<file path="config.mk">
export PLATFORM = sky130hd
export DESIGN_NAME = ddct_timer
export DESIGN_NICKNAME = d
export VERILOG_FILES = /design/src/hw/ddct_pkg.sv /design/src/hw/ddct_prescaler.sv /design/src/hw/ddct_timer.sv
export SDC_FILE = /design/constraint.sdc
export NUM_CORES = 1
export LEC_CHECK = 0
export ABC_AREA = 1
export BUFFER_PORTS_ARGS = -buffer_cell sky130_fd_sc_hd__buf_2
export CORE_MARGIN = 5
export CORE_UTILIZATION = 30
export CTS_BUF_LIST = sky130_fd_sc_hd__clkbuf_8 sky130_fd_sc_hd__clkbuf_16
export DETAILED_ROUTE_END_ITERATION = 10
export PLACE_DENSITY = 0.48
export SLEW_MARGIN = 40
export SYNTH_ARGS = -nofsm -noshare
export SYNTH_HDL_FRONTEND = slang
export SYNTH_SLANG_ARGS = --single-unit
</file>
<file path="constraint.sdc">
create_clock -name core_clk_in -period 5.69 [get_ports core_clk_in]
set_input_delay 0.8535 -clock core_clk_in [delete_from_list [all_inputs] [get_ports core_clk_in]]
set_output_delay 0.8535 -clock core_clk_in [all_outputs]
set_load 0.01 [all_outputs]
</file>
<file path="src/hw/ddct_pkg.sv">
package ddct_pkg;

    // Register byte offsets, one aligned 32-bit word each.
    localparam logic [11:0] OFF_DIRECT_RELOAD = 12'h000;
    localparam logic [11:0] OFF_CURRENT_COUNT = 12'h004;
    localparam logic [11:0] OFF_TIMER_CONTROL = 12'h008;
    localparam logic [11:0] OFF_INTERRUPT_CLEAR = 12'h00c;
    localparam logic [11:0] OFF_RAW_STATUS = 12'h010;
    localparam logic [11:0] OFF_MASKED_STATUS = 12'h014;
    localparam logic [11:0] OFF_BACKGROUND_RELOAD = 12'h018;

    // Field positions inside timer_control.
    localparam int CTRL_RUN_ENABLE_BIT = 7;
    localparam int CTRL_PERIODIC_BIT = 6;
    localparam int CTRL_IRQ_ENABLE_BIT = 5;
    localparam int CTRL_PRESCALE_LSB = 2;
    localparam int CTRL_WIDTH_BIT = 1;
    localparam int CTRL_FIELD_W = 8;

    // Reset values and the free running wrap values.
    localparam logic [7:0] CTRL_RESET = 8'h20;
    localparam logic [31:0] RELOAD_RESET = 32'h00000000;
    localparam logic [31:0] COUNT_RESET = 32'hffffffff;
    localparam logic [15:0] WRAP_16 = 16'hffff;
    localparam logic [31:0] WRAP_32 = 32'hffffffff;

    // Prescale codes and the stage counts they select.
    localparam logic [1:0] PRE_DIV1 = 2'h0;
    localparam logic [1:0] PRE_DIV16 = 2'h1;
    localparam logic [1:0] PRE_DIV256 = 2'h2;
    localparam int PRE_STAGES_16 = 4;
    localparam int PRE_STAGES_256 = 8;

    // Layout of timer_control, bit 7 first.
    typedef struct packed {
        logic timer_run_enable;
        logic periodic_select;
        logic irq_mask_enable;
        logic keep4;
        logic [1:0] prescale_select;
        logic counter_width_select;
        logic keep0;
    } ddct_ctrl_t;

    // Bus responder phases.
    typedef enum logic [1:0] {
        BUS_IDLE = 2'b01,
        BUS_RESPOND = 2'b10
    } ddct_bus_state_t;

endpackage

</file>
<file path="src/hw/ddct_prescaler.sv">
module ddct_prescaler #(
    parameter int STAGES = 8
) (
    // Clock and reset.
    input wire logic clk_in,
    input wire logic rst_in,
    // Control.
    input wire logic advance_in,
    input wire logic restart_in,
    input wire logic [1:0] select_in,
    // Divided tick.
    output logic tick_out
);

    logic [STAGES-1:0] stage_reg;
    logic [8:0] since_reg;
    logic [1:0] select_prev_reg;

    if (STAGES < ddct_pkg::PRE_STAGES_256) begin : g_check
        $error("ddct_prescaler needs at least eight stages");
    end

    // Code 11 has no defined ratio; it is served as the longest divide so the counter never races.
    always_comb begin
        tick_out = 1'b0;
        if (advance_in) begin
            case (select_in)
                ddct_pkg::PRE_DIV1: tick_out = 1'b1; // [RQ1]
                ddct_pkg::PRE_DIV16: tick_out = &stage_reg[ddct_pkg::PRE_STAGES_16-1:0]; // [RQ1]
                default: tick_out = &stage_reg[ddct_pkg::PRE_STAGES_256-1:0]; // [RQ1]
            endcase
        end
    end

    // Stages move only on qualified, enabled edges.
    always_ff @(posedge clk_in or posedge rst_in) begin
        if (rst_in) begin
            stage_reg <= '0;
        end else if (restart_in) begin
            stage_reg <= '0;
        end else if (advance_in) begin
            stage_reg <= stage_reg + 1'b1; // [RQ18]
        end
    end

    always_ff @(posedge clk_in or posedge rst_in) begin
        if (rst_in) begin
            since_reg <= 9'h000;
            select_prev_reg <= 2'h0;
        end else begin
            select_prev_reg <= select_in;
            if (restart_in || tick_out) begin
                since_reg <= 9'h000;
            end else if (advance_in) begin
                since_reg <= since_reg + 9'h001;
            end
        end
    end

    a_div16_spacing: assert property (@(posedge clk_in) disable iff (rst_in)
        tick_out && select_in == ddct_pkg::PRE_DIV16 && select_prev_reg == select_in
        && since_reg != 9'h000 |-> since_reg == 9'h00f) // [RQ1]
        else $error("divide by 16 tick at wrong spacing");

    a_div256_spacing: assert property (@(posedge clk_in) disable iff (rst_in)
        tick_out && select_in == ddct_pkg::PRE_DIV256 && select_prev_reg == select_in
        && since_reg != 9'h000 |-> since_reg == 9'h0ff) // [RQ1]
        else $error("divide by 256 tick at wrong spacing");

endmodule

</file>
<file path="src/hw/ddct_timer.sv">
// Overview of operation
// (RQ1) Prescale code 00 divides by 1, 01 by 16, 10 by 256.
// (RQ2) Software never writes prescale code 11.
// (RQ3) Width bit clear counts 16 bits, set counts 32 bits.
// (RQ4) Software leaves control bit 4 alone and ignores it on read.
// (RQ5) Software disables the timer before changing mode, width or prescale.
// (RQ6) Any write to interrupt_clear drops the pending interrupt; a zero event in the same cycle keeps it set instead.
// (RQ7) Raw status bit 0 shows the interrupt regardless of its enable.
// (RQ8) Masked status bit 0 is raw AND enable, and drives the irq pin.
// (RQ9) Status bits 31 to 1 are reserved and carry nothing.
// (RQ10) Background reload holds 32 bits, reloaded at zero in periodic mode.
// (RQ11) Background reload writes do not restart the running count.
// (RQ12) Background reload reads return the same as direct reload reads.
// (RQ13) Control bit 7 runs the timer, cleared after reset.
// (RQ14) Control bit 6 selects periodic reload, free running after reset.
// (RQ15) Control bit 5 enables the interrupt, set after reset.
// (RQ16) A direct reload write replaces the count at the next qualified edge.
// (RQ17) Reaching zero sets the raw interrupt until interrupt_clear is written.
// (RQ18) Prescaler moves on qualified edges only; count drops once per tick.
//
// Register access over APB and the register addresses were left to the implementer.
module ddct_timer (
    // Clock and reset.
    input wire logic core_clk_in,
    input wire logic sys_rst_in,
    // Counting qualifier.
    input wire logic count_clock_qualifier_in,
    // APB slave.
    input wire logic psel_in,
    input wire logic penable_in,
    input wire logic pwrite_in,
    input wire logic [11:0] paddr_in,
    input wire logic [31:0] pwdata_in,
    output logic [31:0] prdata_out,
    output logic pready_out,
    output logic pslverr_out,
    // Interrupt.
    output logic timer_irq_out
);

    ddct_pkg::ddct_bus_state_t bus_state_reg;
    ddct_pkg::ddct_ctrl_t ctrl_reg;
    ddct_pkg::ddct_ctrl_t ctrl_next;
    logic [31:0] reload_reg;
    logic [31:0] pend_value_reg;
    logic pend_reg;
    logic [31:0] count_reg;
    logic [31:0] count_next;
    logic raw_reg;
    logic raw_next;
    logic bus_done;
    logic bus_start;
    logic wr_load;
    logic wr_bg;
    logic wr_ctrl;
    logic wr_clear;
    logic apply_load;
    logic tick;
    logic zero_event;
    logic [31:0] count_view;
    logic [31:0] pend_view;
    logic [31:0] read_value;
    logic read_hit;

    // Bus access: one wait state, write and read completion at the pready edge.
    assign bus_done = psel_in && penable_in && pready_out;
    assign bus_start = psel_in && penable_in && !pready_out;
    assign wr_load = bus_done && pwrite_in && paddr_in == ddct_pkg::OFF_DIRECT_RELOAD;
    assign wr_bg = bus_done && pwrite_in && paddr_in == ddct_pkg::OFF_BACKGROUND_RELOAD;
    assign wr_ctrl = bus_done && pwrite_in && paddr_in == ddct_pkg::OFF_TIMER_CONTROL;
    assign wr_clear = bus_done && pwrite_in && paddr_in == ddct_pkg::OFF_INTERRUPT_CLEAR; // [RQ6]

    always_ff @(posedge core_clk_in or posedge sys_rst_in) begin
        if (sys_rst_in) begin
            bus_state_reg <= ddct_pkg::BUS_IDLE;
            pready_out <= 1'b0;
        end else begin
            case (bus_state_reg)
                ddct_pkg::BUS_IDLE: begin
                    if (bus_start) begin
                        bus_state_reg <= ddct_pkg::BUS_RESPOND;
                        pready_out <= 1'b1;
                    end
                end
                ddct_pkg::BUS_RESPOND: begin
                    bus_state_reg <= ddct_pkg::BUS_IDLE;
                    pready_out <= 1'b0;
                end
                default: begin
                    bus_state_reg <= ddct_pkg::BUS_IDLE;
                    pready_out <= 1'b0;
                end
            endcase
        end
    end

    // Count as seen by software: a pending direct load shows at once.
    assign count_view = pend_reg ? pend_value_reg : count_reg;

    always_comb begin
        read_value = 32'h00000000;
        read_hit = 1'b1;
        case (paddr_in)
            ddct_pkg::OFF_DIRECT_RELOAD: read_value = reload_reg;
            ddct_pkg::OFF_BACKGROUND_RELOAD: read_value = reload_reg; // [RQ12]
            ddct_pkg::OFF_CURRENT_COUNT: read_value = count_view;
            ddct_pkg::OFF_TIMER_CONTROL: read_value = {24'h000000, ctrl_reg};
            ddct_pkg::OFF_INTERRUPT_CLEAR: read_value = 32'h00000000;
            ddct_pkg::OFF_RAW_STATUS: read_value = {31'h00000000, raw_reg}; // [RQ7] [RQ9]
            ddct_pkg::OFF_MASKED_STATUS: read_value = {31'h00000000, timer_irq_out}; // [RQ8] [RQ9]
            default: read_hit = 1'b0;
        endcase
    end

    always_ff @(posedge core_clk_in or posedge sys_rst_in) begin
        if (sys_rst_in) begin
            prdata_out <= 32'h00000000;
            pslverr_out <= 1'b0;
        end else if (bus_start) begin
            prdata_out <= pwrite_in ? 32'h00000000 : read_value;
            pslverr_out <= !read_hit;
        end else if (bus_done) begin
            prdata_out <= 32'h00000000;
            pslverr_out <= 1'b0;
        end
    end

    // Control: bit 4 and bit 0 are stored as written and have no effect.
    always_comb begin
        ctrl_next = ctrl_reg;
        if (wr_ctrl) begin
            ctrl_next = pwdata_in[ddct_pkg::CTRL_FIELD_W-1:0]; // [RQ13] [RQ14] [RQ15]
        end
    end

    always_ff @(posedge core_clk_in or posedge sys_rst_in) begin
        if (sys_rst_in) begin
            ctrl_reg <= ddct_pkg::CTRL_RESET; // [RQ13] [RQ14] [RQ15]
        end else begin
            ctrl_reg <= ctrl_next;
        end
    end

    // Both reload addresses share one value; only the direct one arms a restart.
    always_ff @(posedge core_clk_in or posedge sys_rst_in) begin
        if (sys_rst_in) begin
            reload_reg <= ddct_pkg::RELOAD_RESET;
        end else if (wr_load || wr_bg) begin
            reload_reg <= pwdata_in; // [RQ10] [RQ11]
        end
    end

    // A load written in the same cycle as a qualified edge waits for the next one.
    always_ff @(posedge core_clk_in or posedge sys_rst_in) begin
        if (sys_rst_in) begin
            pend_reg <= 1'b0;
            pend_value_reg <= ddct_pkg::RELOAD_RESET;
        end else if (wr_load) begin
            pend_reg <= 1'b1;
            pend_value_reg <= pwdata_in;
        end else if (apply_load) begin
            pend_reg <= 1'b0;
        end
    end

    assign apply_load = count_clock_qualifier_in && pend_reg; // [RQ16]

    ddct_prescaler #(
        .STAGES(ddct_pkg::PRE_STAGES_256)
    ) u_prescaler (
        .clk_in(core_clk_in),
        .rst_in(sys_rst_in),
        .advance_in(count_clock_qualifier_in && ctrl_reg.timer_run_enable && !pend_reg), // [RQ18] [RQ13]
        .restart_in(apply_load || !ctrl_reg.timer_run_enable),
        .select_in(ctrl_reg.prescale_select),
        .tick_out(tick)
    );

    assign pend_view = ctrl_reg.counter_width_select ? pend_value_reg : {16'h0000, pend_value_reg[15:0]};

    // In 16-bit mode a tick leaves the upper half as it was; a direct load still writes all 32 bits.
    always_comb begin
        count_next = count_reg;
        zero_event = 1'b0;
        if (apply_load) begin
            count_next = pend_value_reg; // [RQ16]
            zero_event = pend_view == 32'h00000000;
        end else if (tick) begin
            if (ctrl_reg.counter_width_select) begin
                if (count_reg == 32'h00000000) begin
                    count_next = ctrl_reg.periodic_select ? reload_reg : ddct_pkg::WRAP_32; // [RQ10] [RQ14]
                end else begin
                    count_next = count_reg - 32'h00000001; // [RQ3] [RQ18]
                end
                zero_event = count_next == 32'h00000000; // [RQ17]
            end else begin
                if (count_reg[15:0] == 16'h0000) begin
                    count_next[15:0] = ctrl_reg.periodic_select ? reload_reg[15:0] : ddct_pkg::WRAP_16; // [RQ14]
                end else begin
                    count_next[15:0] = count_reg[15:0] - 16'h0001; // [RQ3] [RQ18]
                end
                zero_event = count_next[15:0] == 16'h0000; // [RQ17]
            end
        end
    end

    always_ff @(posedge core_clk_in or posedge sys_rst_in) begin
        if (sys_rst_in) begin
            count_reg <= ddct_pkg::COUNT_RESET;
        end else begin
            count_reg <= count_next;
        end
    end

    // A new zero event in the clearing cycle keeps the flag set.
    always_comb begin
        raw_next = raw_reg;
        if (zero_event) begin
            raw_next = 1'b1; // [RQ17]
        end else if (wr_clear) begin
            raw_next = 1'b0; // [RQ6]
        end
    end

    // The pin is built from next values so it always equals the masked status.
    always_ff @(posedge core_clk_in or posedge sys_rst_in) begin
        if (sys_rst_in) begin
            raw_reg <= 1'b0;
            timer_irq_out <= 1'b0;
        end else begin
            raw_reg <= raw_next;
            timer_irq_out <= raw_next && ctrl_next.irq_mask_enable; // [RQ8]
        end
    end

    a_irq_equals_mis: assert property (@(posedge core_clk_in) disable iff (sys_rst_in)
        timer_irq_out == (raw_reg && ctrl_reg.irq_mask_enable)) // [RQ8]
        else $error("irq pin differs from masked status");

    a_clear_drops_raw: assert property (@(posedge core_clk_in) disable iff (sys_rst_in)
        wr_clear && !zero_event |=> !raw_reg && !timer_irq_out) // [RQ6]
        else $error("interrupt clear did not drop the interrupt");

    a_zero_sets_raw: assert property (@(posedge core_clk_in) disable iff (sys_rst_in)
        zero_event |=> raw_reg ##1 (raw_reg || $past(wr_clear))) // [RQ17]
        else $error("zero event did not set or hold the raw interrupt");

    a_disabled_holds: assert property (@(posedge core_clk_in) disable iff (sys_rst_in)
        !ctrl_reg.timer_run_enable && !apply_load |=> count_reg == $past(count_reg)) // [RQ13]
        else $error("count moved while disabled");

    a_load_applies: assert property (@(posedge core_clk_in) disable iff (sys_rst_in)
        apply_load |=> count_reg == $past(pend_value_reg) && (!pend_reg || $past(wr_load))) // [RQ16]
        else $error("direct reload not applied at qualified edge");

    a_bg_no_restart: assert property (@(posedge core_clk_in) disable iff (sys_rst_in)
        wr_bg && !pend_reg && !tick |=> count_reg == $past(count_reg)) // [RQ11]
        else $error("background reload restarted the count");

    a_upper_kept: assert property (@(posedge core_clk_in) disable iff (sys_rst_in)
        tick && !ctrl_reg.counter_width_select |=> count_reg[31:16] == $past(count_reg[31:16])) // [RQ3]
        else $error("16-bit mode touched the upper half");

    a_periodic_reload: assert property (@(posedge core_clk_in) disable iff (sys_rst_in)
        tick && ctrl_reg.counter_width_select && ctrl_reg.periodic_select && count_reg == 32'h00000000
        |=> count_reg == $past(reload_reg)) // [RQ10] [RQ14]
        else $error("periodic mode did not reload at zero");

    a_free_wrap: assert property (@(posedge core_clk_in) disable iff (sys_rst_in)
        tick && ctrl_reg.counter_width_select && !ctrl_reg.periodic_select && count_reg == 32'h00000000
        |=> count_reg == 32'hffffffff) // [RQ14]
        else $error("free running mode did not wrap");

    a_tick_qualified: assert property (@(posedge core_clk_in) disable iff (sys_rst_in)
        count_reg != $past(count_reg) |-> $past(apply_load || (tick && count_clock_qualifier_in))) // [RQ18]
        else $error("count changed without a qualified tick");

    a_raw_readback: assert property (@(posedge core_clk_in) disable iff (sys_rst_in)
        bus_start && !pwrite_in && paddr_in == ddct_pkg::OFF_RAW_STATUS
        |=> prdata_out == {31'h00000000, $past(raw_reg)} && pready_out) // [RQ7] [RQ9]
        else $error("raw status read returned wrong data");

    a_bg_readback: assert property (@(posedge core_clk_in) disable iff (sys_rst_in)
        bus_start && !pwrite_in && paddr_in == ddct_pkg::OFF_BACKGROUND_RELOAD
        |=> prdata_out == $past(reload_reg)) // [RQ12]
        else $error("background reload read differs from reload value");

    a_reload_low_half: assert property (@(posedge core_clk_in) disable iff (sys_rst_in)
        tick && !ctrl_reg.counter_width_select && ctrl_reg.periodic_select && count_reg[15:0] == 16'h0000
        |=> count_reg[15:0] == $past(reload_reg[15:0])) // [RQ10] [RQ14]
        else $error("16-bit periodic mode did not reload at zero");

    a_load_zero_irq: assert property (@(posedge core_clk_in) disable iff (sys_rst_in)
        apply_load && pend_view == 32'h00000000 |=> raw_reg) // [RQ16] [RQ17]
        else $error("direct load of zero did not raise the interrupt");

    a_count_decrement: assert property (@(posedge core_clk_in) disable iff (sys_rst_in)
        tick && ctrl_reg.counter_width_select && count_reg != 32'h00000000
        |=> count_reg == $past(count_reg) - 32'h00000001) // [RQ3] [RQ18]
        else $error("32-bit count did not drop by one on a tick");

    a_ctrl_readback: assert property (@(posedge core_clk_in) disable iff (sys_rst_in)
        bus_start && !pwrite_in && paddr_in == ddct_pkg::OFF_TIMER_CONTROL
        |=> prdata_out == {24'h000000, $past(ctrl_reg)}) // [RQ13] [RQ14] [RQ15]
        else $error("control read returned wrong data");

    a_masked_readback: assert property (@(posedge core_clk_in) disable iff (sys_rst_in)
        bus_start && !pwrite_in && paddr_in == ddct_pkg::OFF_MASKED_STATUS
        |=> prdata_out == {31'h00000000, $past(timer_irq_out)}) // [RQ8] [RQ9]
        else $error("masked status read returned wrong data");

endmodule

</file>
==> results of run 1 <==
layout make-up:
class                   count  share of cell area
clock buffers              17              0.0418
clock inverters            15              0.0176
inverters                 153              0.0574
multi-input cells         900               0.415
flip-flops and latches    150               0.373
well taps                 384              0.0472
repair buffers             94              0.0486
per-layer routing:
layer,vias up,global-route usage,share of wire
li1,4215,-,-
met1,3929,0.269,0.52
met2,226,0.254,0.42
met3,15,0.0344,0.056
met4,0,0.0333,0.0080
met5,-,0,0
cell families after synthesis:
family	synth area share
flip-flops	0.432
adder cells (fa/ha/maj)	0.00427
AO/OA/AOI/OAI	0.208
XOR/XNOR	0.00498
buffers and inverters	0.0899
AND/OR/NAND/NOR	0.261
power breakdown:
group | internal, mW | switching, mW
Combinational | 0.309 | 0.630
Sequential | 1.27 | 0.145
Clock | 0.632 | 0.551
worst min-delay path by stage:
| stage | to | from |
|---|---|---|
| after floorplan | bus_state_reg[0]$_DFFE_PP1P_ | bus_state_reg[0]$_DFFE_PP1P_ |
| after global routing | bus_state_reg[0]$_DFFE_PP1P_ | bus_state_reg[0]$_DFFE_PP1P_ |
| final | bus_state_reg[0]$_DFFE_PP1P_ | bus_state_reg[0]$_DFFE_PP1P_ |
| after detailed placement | bus_state_reg[0]$_DFFE_PP1P_ | bus_state_reg[0]$_DFFE_PP1P_ |
| after global placement | bus_state_reg[0]$_DFFE_PP1P_ | bus_state_reg[0]$_DFFE_PP1P_ |
| after CTS | bus_state_reg[0]$_DFFE_PP1P_ | bus_state_reg[0]$_DFFE_PP1P_ |
metrics by stage:
stage / cells / power (mW) / setup slack [ns] / area, sq um / util
4_1_cts: 1713 / 3.55 / 2.17 / 10200 / 0.353
3_5_place_dp: 1681 / 2.35 / 2.16 / 9580 / 0.332
2_1_floorplan: 1254 / 2.07 / 0.856 / 8790 / -
3_3_place_gp: 1681 / 2.36 / 2.24 / 9570 / 0.332
6_report: 1713 / 3.53 / 2.19 / 10200 / 0.353
5_1_grt: 1713 / 3.78 / 1.80 / 10200 / 0.353
layout by cell type, fill, tap and decap left out, types with 5 or more instances in the layout:
cell type and n:
nor3_1 7, nand3_1 40, a21oi_1 40, o21ai_0 220
nand3_2 5, o21ai_1 10, inv_1 149, nor2_4 5
o31ai_1 5, buf_4 10, nand4_1 7, o22ai_1 9
clkbuf_16 17, o221ai_1 11, nand2_1 344, buf_2 84
nor2_1 137, a22oi_1 25, inv_8 6, nand2_2 5
dfrtp_1 115, dfstp_2 34
critical path, cell delays in order, from the launching register on:
cell	delay, ns
dfrtp_2	0.55
buf_4	0.46
nand2_1	0.40
inv_2	0.14
nor2_1	0.12
inv_1	0.34
nand2_1	0.53
inv_1	0.56
o21ai_0	0.16
o22ai_1	0.14
==> impl_metrics.json, run 1 <==
{
  "status": "complete, no violations",
  "io_buffers": 84,
  "syn_inst": 1254,
  "fin_setup_tns_ns": 0,
  "clockBufferDepth": 2,
  "grt_usage": 0.174,
  "yosysWarnings": 0,
  "endpoint_kind": "flip-flop",
  "postCtsHoldBufs": 0,
  "cts-htree-levels": 4,
  "numCtsBuffers": 17,
  "area_delta_synth_final_pct": 15.8,
  "worstSetupEndpoint": "count_reg[31]$_DFFE_PP1P_",
  "num_antenna_cells": 0,
  "dp_hpwl_um": 21400,
  "max_slew_margin": 0.503,
  "max_freq_mhz": 286,
  "cts_setup_buffers": 0,
  "worst_pin_slew_ns": 0.740,
  "synth_most_common_cell": "nand2_1",
  "drcViolationCount": 0,
  "antenna_found_initial": 0,
  "finalClockSkew_ns": 0.0116,
  "synth.net_count": 1307,
  "grt_max_degree": 87,
  "synth-seq-area-share": 0.432,
  "rows": 62,
  "ys_top_cells_by_count": "nand2_1 (346), o21ai_0 (220), inv_1 (150)",
  "whs_path_depth": 1,
  "cts-root-buf": "clkbuf_16",
  "final_hold_viol_count": 0,
  "clkTransAtPathRegs_ns": 0.08,
  "regArea_sq_um": 3800,
  "drtPass1Iterations": 6,
  "cts.repair.resized": 0,
  "rrSetupSlack_ns": 2.19,
  "rsz0062_at_grt": "no",
  "worst_setup_path_start_kind": "flip-flop",
  "die_h_um": 181,
  "hold_ws_ns": 0.466,
  "reg2reg_to": "count_reg[31]$_DFFE_PP1P_",
  "dieWidth_um": 181,
  "cts_tree": "done",
  "fin_crit_ns": 3.50,
  "grt_pass1_vias": 8003,
  "synth_flop_cell": "dfrtp_1",
  "r2r-start": "pend_reg$_DFFE_PP0P_",
  "critPathMaxFanout": 50,
  "initial_core_util": 0.305,
  "synth_seq_cells": 150,
  "core_area_sq_um": 28900,
  "grt_pass1_wl_um": 46100,
  "yosysTopAreaCell": "dfrtp_1",
  "viasPerCell": 4.89,
  "synth-edff-count": 0,
  "wl_um": 28800,
  "wl_per_cell_um": 16.8,
  "synthArstFlopShare": 1.00,
  "maxCapViolCount": 0,
  "io_pins": 85,
  "globalRoute.totalOverflow": 0,
  "reg2regPathDepth": 9,
  "worstPathArrival_ns": 3.85,
  "irDropWorstVdd_uv": 175,
  "required_ns": 6.04,
  "min_path_type": "reg2reg",
  "synth_top_area_frac": 0.330,
  "cp-startpoint": "pend_reg$_DFFE_PP0P_",
  "period_share": 0.615,
  "dieArea_sq_um": 32800,
  "leakage_nw": 4.74,
  "vias": 8385,
  "multiInputGateArea_sq_um": 4220,
  "drt_iter0_markers": 633,
  "layout-drive-gt1-share": 0.143,
  "worstSetupPathType": "reg2reg",
  "antenna_left": 0,
  "clock-sinks": 150,
  "setup_violations": 0,
  "clk-insertion-delay-late_ns": 0.43,
  "netlist-cell-type-count": 42,
  "syn_area_sq_um": 8790,
  "power_density_nw_per_um2": 347,
  "nets": 1369,
  "synthTopCellsByArea": "dfrtp_1 (33%), nand2_1 (15%), o21ai_0 (13%)",
  "drv_slew": 0,
  "avgSynthCellArea_sq_um": 7.01,
  "gp_congestion": 0.903,
  "fill_cells": 3137
}
Power figures use the tool's default switching activity.
==> inputs of run 2 (changes only) <==
clock period = 3.55 ns   (was 5.69 ns; I/O delays follow)
==> run 2 against run 1 <==
Against the previous run: global-route usage grew 0.42 points; wire length grew 1.4%; clock-buffer cell count grew 1; total power grew 60%; clock skew shrank 0.0023 ns; sequential power grew 62%; first-iteration DRC count shrank 5.1%; non-clock buffer count grew 6; combinational power grew 61%.
==> impl_metrics.json, run 2 (synthesized netlist as in run 1, its figures left out) <==
{
  "vias": 8380,
  "initial_core_util": 0.305,
  "worst_path_max_delay_cell": "nor2_8",
  "power_density_nw_per_um2": 552,
  "io_buffers": 84,
  "grt_pass1_vias": 8137,
  "drt_iter0_markers": 601,
  "dieWidth_um": 181,
  "period_share": 0.812,
  "postCtsHoldBufs": 0,
  "finalInstanceArea_sq_um": 10200,
  "max_stage_delay_ns": 0.40,
  "rrSetupSlack_ns": 0.67,
  "antenna_left": 0,
  "clk-insertion-delay-late_ns": 0.44,
  "critPathMaxFanout": 26,
  "path_buf_inv": 2,
  "critPathTopFamily": "simple AND/OR/NAND/NOR gates",
  "reg2regPathDepth": 16,
  "nets": 1375,
  "final_util": 0.355,
  "required_ns": 3.91,
  "globalRoute.totalOverflow": 0,
  "min_path_type": "in2async",
  "worst_path_most_repeated_cell": "nand2_1",
  "final_common_cell": "nand2_1",
  "cts_setup_buffers": 0,
  "worstSetupPathType": "reg2reg",
  "max_freq_mhz": 347,
  "dieArea_sq_um": 32800,
  "grt_usage": 0.179,
  "fin_setup_tns_ns": 0,
  "grt_max_degree": 75,
  "cts.repair.resized": 0,
  "clockBufferDepth": 2,
  "max_slew_margin": 0.572,
  "r2r-start": "count_reg[0]$_DFFE_PP1P_",
  "worst_pin_slew_ns": 0.641,
  "grt_pass1_wl_um": 47200,
  "numCtsBuffers": 17,
  "leakage_nw": 4.74,
  "clock-sinks": 150,
  "antenna_found_initial": 0,
  "cts_tree": "done",
  "grt_use_met3": 0.0239,
  "place_inst": 1687,
  "cts-htree-levels": 4,
  "num_antenna_cells": 0,
  "gp_congestion": 0.904,
  "cp_cell_sequence": "inv_1 > ha_1 > nand2_1 > nor2_2 > nand2_4 > nor2_8 > inv_4 > nand3_2 > nand2_1 > nor2_1 > nand2_1 > nor2_1 > nand3_1 > nand2_1 > nand2_1 > a21oi_2",
  "final_cells": 1719,
  "worst_setup_path_start_kind": "flip-flop",
  "clkTransAtPathRegs_ns": 0.07,
  "place_area_sq_um": 9640,
  "hold_ws_ns": 0.123,
  "grt-busiest-layer": "met1",
  "wl_um": 29200,
  "layout-drive-gt1-share": 0.147,
  "maxCapViolCount": 0,
  "drtPass1Iterations": 5,
  "area_delta_synth_final_pct": 16.4,
  "status": "complete, no violations",
  "io_pins": 85,
  "gr-usage-met2": 0.258,
  "final_cell_mix": "nand2_1 (345), o21ai_0 (220), inv_1 (148), nor2_1 (137), dfrtp_1 (115)",
  "finalClockSkew_ns": 0.00930,
  "viasPerCell": 4.87,
  "irDropWorstVdd_uv": 316,
  "drv_slew": 0,
  "fin_crit_ns": 2.88,
  "final_hold_viol_count": 0,
  "cts-root-buf": "clkbuf_16",
  "rsz0062_at_grt": "no",
  "wl_per_cell_um": 17.0,
  "endpoint_kind": "flip-flop",
  "reg2reg_to": "timer_irq_out$_DFF_PP0_",
  "core_area_sq_um": 28900,
  "grt_use_met1": 0.282,
  "rows": 62,
  "drcViolationCount": 0,
  "setup_violations": 0,
  "worstPathArrival_ns": 3.24,
  "dp_hpwl_um": 21800,
  "die_h_um": 181
}
==> run 2: cell types whose count changed in the layout (fill, tap and decap cells not counted), moves of 2 or more <==
cell,previous run,this run
buf_12,0,2
inv_8,6,3
clkinvlp_4,1,3
buf_4,10,14
==> run 2: how the worst max path moves through the flow <==
stage                                  start  slack [ns]  cells past startpoint                       to
floorplan                         sys_rst_in        1.16                      1  ctrl_reg[0]$_DFFE_PP0P_
global placement    count_reg[0]$_DFFE_PP1P_        0.71                     16  timer_irq_out$_DFF_PP0_
detailed placement  count_reg[0]$_DFFE_PP1P_        0.67                     16  timer_irq_out$_DFF_PP0_
CTS                 count_reg[0]$_DFFE_PP1P_        0.64                     16  timer_irq_out$_DFF_PP0_
global route        count_reg[0]$_DFFE_PP1P_        0.45                     16  timer_irq_out$_DFF_PP0_
finish              count_reg[0]$_DFFE_PP1P_        0.67                     16  timer_irq_out$_DFF_PP0_
==> run 2: routing by layer <==
| metal | up-vias | wire [um] |
|---|---|---|
| met5 | - | 0 |
| met4 | 0 | 296 |
| met3 | 22 | 1440 |
| met2 | 206 | 12000 |
| met1 | 3929 | 15500 |
| li1 | 4223 | - |
==> run 2: layout make-up <==
| type | count | area [sq um] |
|---|---|---|
| clock buffers | 18 | 439 |
| multi-input cells | 900 | 4220 |
| inverters | 153 | 581 |
| clock inverters | 14 | 156 |
| well taps | 384 | 480 |
| fillers | 3192 | 18600 |
| repair buffers | 100 | 566 |
| flip-flops and latches | 150 | 3800 |
==> run 2: metrics by stage <==
stage	power, mW	setup WS [ns]
2_1_floorplan	3.32	1.16
3_3_place_gp	3.81	0.714
3_5_place_dp	3.80	0.668
4_1_cts	5.68	0.635
5_1_grt	6.02	0.448
6_report	5.65	0.668
==> run 2: where the power goes <==
group	internal (mW)	switching [mW]	leakage, nW
clock	1.02	0.840	0.287
sequential	2.03	0.244	1.93
combinational	0.500	1.01	2.52
==> inputs of run 3 (changes only) <==
clock period = 3.02 ns   (was 3.55 ns; I/O delays follow)
==> run 3 against run 2 <==
Against the previous run: wire length up 0.68%; final area up 1.1%; combinational power up 21%; critical endpoint unchanged; clock-buffer cell count up 2; largest cell class unchanged; highest routed layer is now met5.
==> impl_metrics.json, run 3 (synthesized netlist as in run 1, its figures left out) <==
{
  "antenna_found_initial": 1,
  "leakage_nw": 4.81,
  "maxCapViolCount": 0,
  "rows": 62,
  "fin_crit_ns": 2.80,
  "clk-insertion-delay-late_ns": 0.44,
  "clockBufferDepth": 2,
  "power_density_nw_per_um2": 669,
  "num_antenna_cells": 0,
  "worst_pin_slew_ns": 0.697,
  "final_hold_viol_count": 0,
  "grt_usage": 0.180,
  "drv_slew": 0,
  "antenna_left": 0,
  "wl_um": 29400,
  "wl_per_cell_um": 17.1,
  "nets": 1379,
  "gp_congestion": 0.911,
  "final_cell_mix": "nand2_1 (345), o21ai_0 (220), inv_1 (150), nor2_1 (137), dfrtp_1 (115)",
  "layout-drive-gt1-share": 0.148,
  "fin_setup_tns_ns": 0,
  "grt-busiest-layer": "met1",
  "status": "complete, no violations",
  "worst_setup_path_start_kind": "flip-flop",
  "period_share": 0.927,
  "irDropWorstVdd_uv": 414,
  "drtPass1Iterations": 6,
  "preCtsSetupSlack_ns": 0.221,
  "dieArea_sq_um": 32800,
  "cts.repair.resized": 0,
  "min_path_type": "in2async",
  "viasPerCell": 4.92,
  "io_pins": 85,
  "dp_hpwl_um": 22100,
  "place_inst": 1691,
  "grt_use_met3": 0.0354,
  "drt_iter0_markers": 636,
  "area_delta_synth_final_pct": 17.7,
  "max_slew_margin": 0.528,
  "core_area_sq_um": 28900,
  "dieWidth_um": 181,
  "rrSetupSlack_ns": 0.22,
  "grt_max_degree": 78,
  "required_ns": 3.38,
  "numCtsBuffers": 17,
  "vias": 8471,
  "cts-htree-levels": 4,
  "initial_core_util": 0.305,
  "grt_pass1_vias": 8230,
  "cts-root-buf": "clkbuf_16",
  "gr-usage-met2": 0.256,
  "clock-sinks": 150,
  "finalPower_mw": 6.93,
  "clkTransAtPathRegs_ns": 0.07,
  "grt_pass1_wl_um": 47400,
  "final_common_cell": "nand2_1",
  "rsz0062_at_grt": "no",
  "worstPathArrival_ns": 3.16,
  "final_cells": 1723,
  "setup_slack_ns": 0.221,
  "die_h_um": 181,
  "grt_use_met1": 0.276,
  "globalRoute.totalOverflow": 0,
  "drcViolationCount": 0,
  "finalClockSkew_ns": 0.00804,
  "postCtsHoldBufs": 0,
  "max_freq_mhz": 357,
  "worstSetupPathType": "reg2reg",
  "r2r-start": "count_reg[0]$_DFFE_PP1P_",
  "cp-startpoint": "count_reg[0]$_DFFE_PP1P_",
  "setup_violations": 0,
  "endpoint_kind": "flip-flop",
  "cts_tree": "done",
  "critPathMaxFanout": 15,
  "cts_setup_buffers": 0,
  "io_buffers": 84
}
run 3: per-layer routing:
metal | part of all wire | routed length [um] | up-vias
met2 | 0.41 | 12000 | 262
met4 | 0.019 | 567 | 2
met5 | 0.00024 | 7 | -
met3 | 0.054 | 1600 | 29
met1 | 0.52 | 15200 | 3943
li1 | - | - | 4235
run 3: cell type report:
class / instances / area, sq um
fillers: 3193 / 18500
clock buffers: 20 / 467
inverters: 153 / 581
flip-flops and latches: 150 / 3800
repair buffers: 104 / 608
clock inverters: 12 / 198
well taps: 384 / 480
multi-input cells: 900 / 4220
run 3: path summary, 6_finish.rpt:
kind	to	cells after the start
max	timer_irq_out$_DFF_PP0_	17
min	u_prescaler.stage_reg[1]$_DFFE_PP0P_	2
max reg2reg	timer_irq_out$_DFF_PP0_	17
min reg2reg	bus_state_reg[0]$_DFFE_PP1P_	1
max in group asynchronous	count_reg[9]$_DFFE_PP1P_	3
min in group core_clk_in	pend_reg$_DFFE_PP0P_	2
run 3: report_power, final:
part	switching (mW)	total [mW]	internal, mW
clock	0.909	2.44	1.53
combinational	1.23	1.83	0.596
sequential	0.263	2.65	2.39
total	2.40	6.93	4.52
run 3: per-stage QoR:
| step | utilization | hold slack, ns | cell area (sq um) |
|---|---|---|---|
| after floorplan | - | 0.438 | 8800 |
| after global placement | 0.336 | 0.449 | 9680 |
| after detailed placement | 0.336 | 0.452 | 9680 |
| after CTS | 0.359 | 0.0192 | 10300 |
| after global routing | 0.359 | 0.0560 | 10300 |
| final | 0.359 | 0.0243 | 10300 |
run 3: critical path, cell delays in order, from the launching register on:
cell,delay [ns]
dfstp_2,0.37
inv_1,0.15
ha_1,0.19
nand2_1,0.11
nor2_1,0.12
nand2_1,0.10
nor2_1,0.33
buf_4,0.29
nand2_1,0.07
o21ai_1,0.11
nand2_1,0.07
nor2_1,0.14
nand2_1,0.09
nor2_1,0.17
nand3_1,0.15
nand2_1,0.08
nand2_1,0.07
a21oi_2,0.11
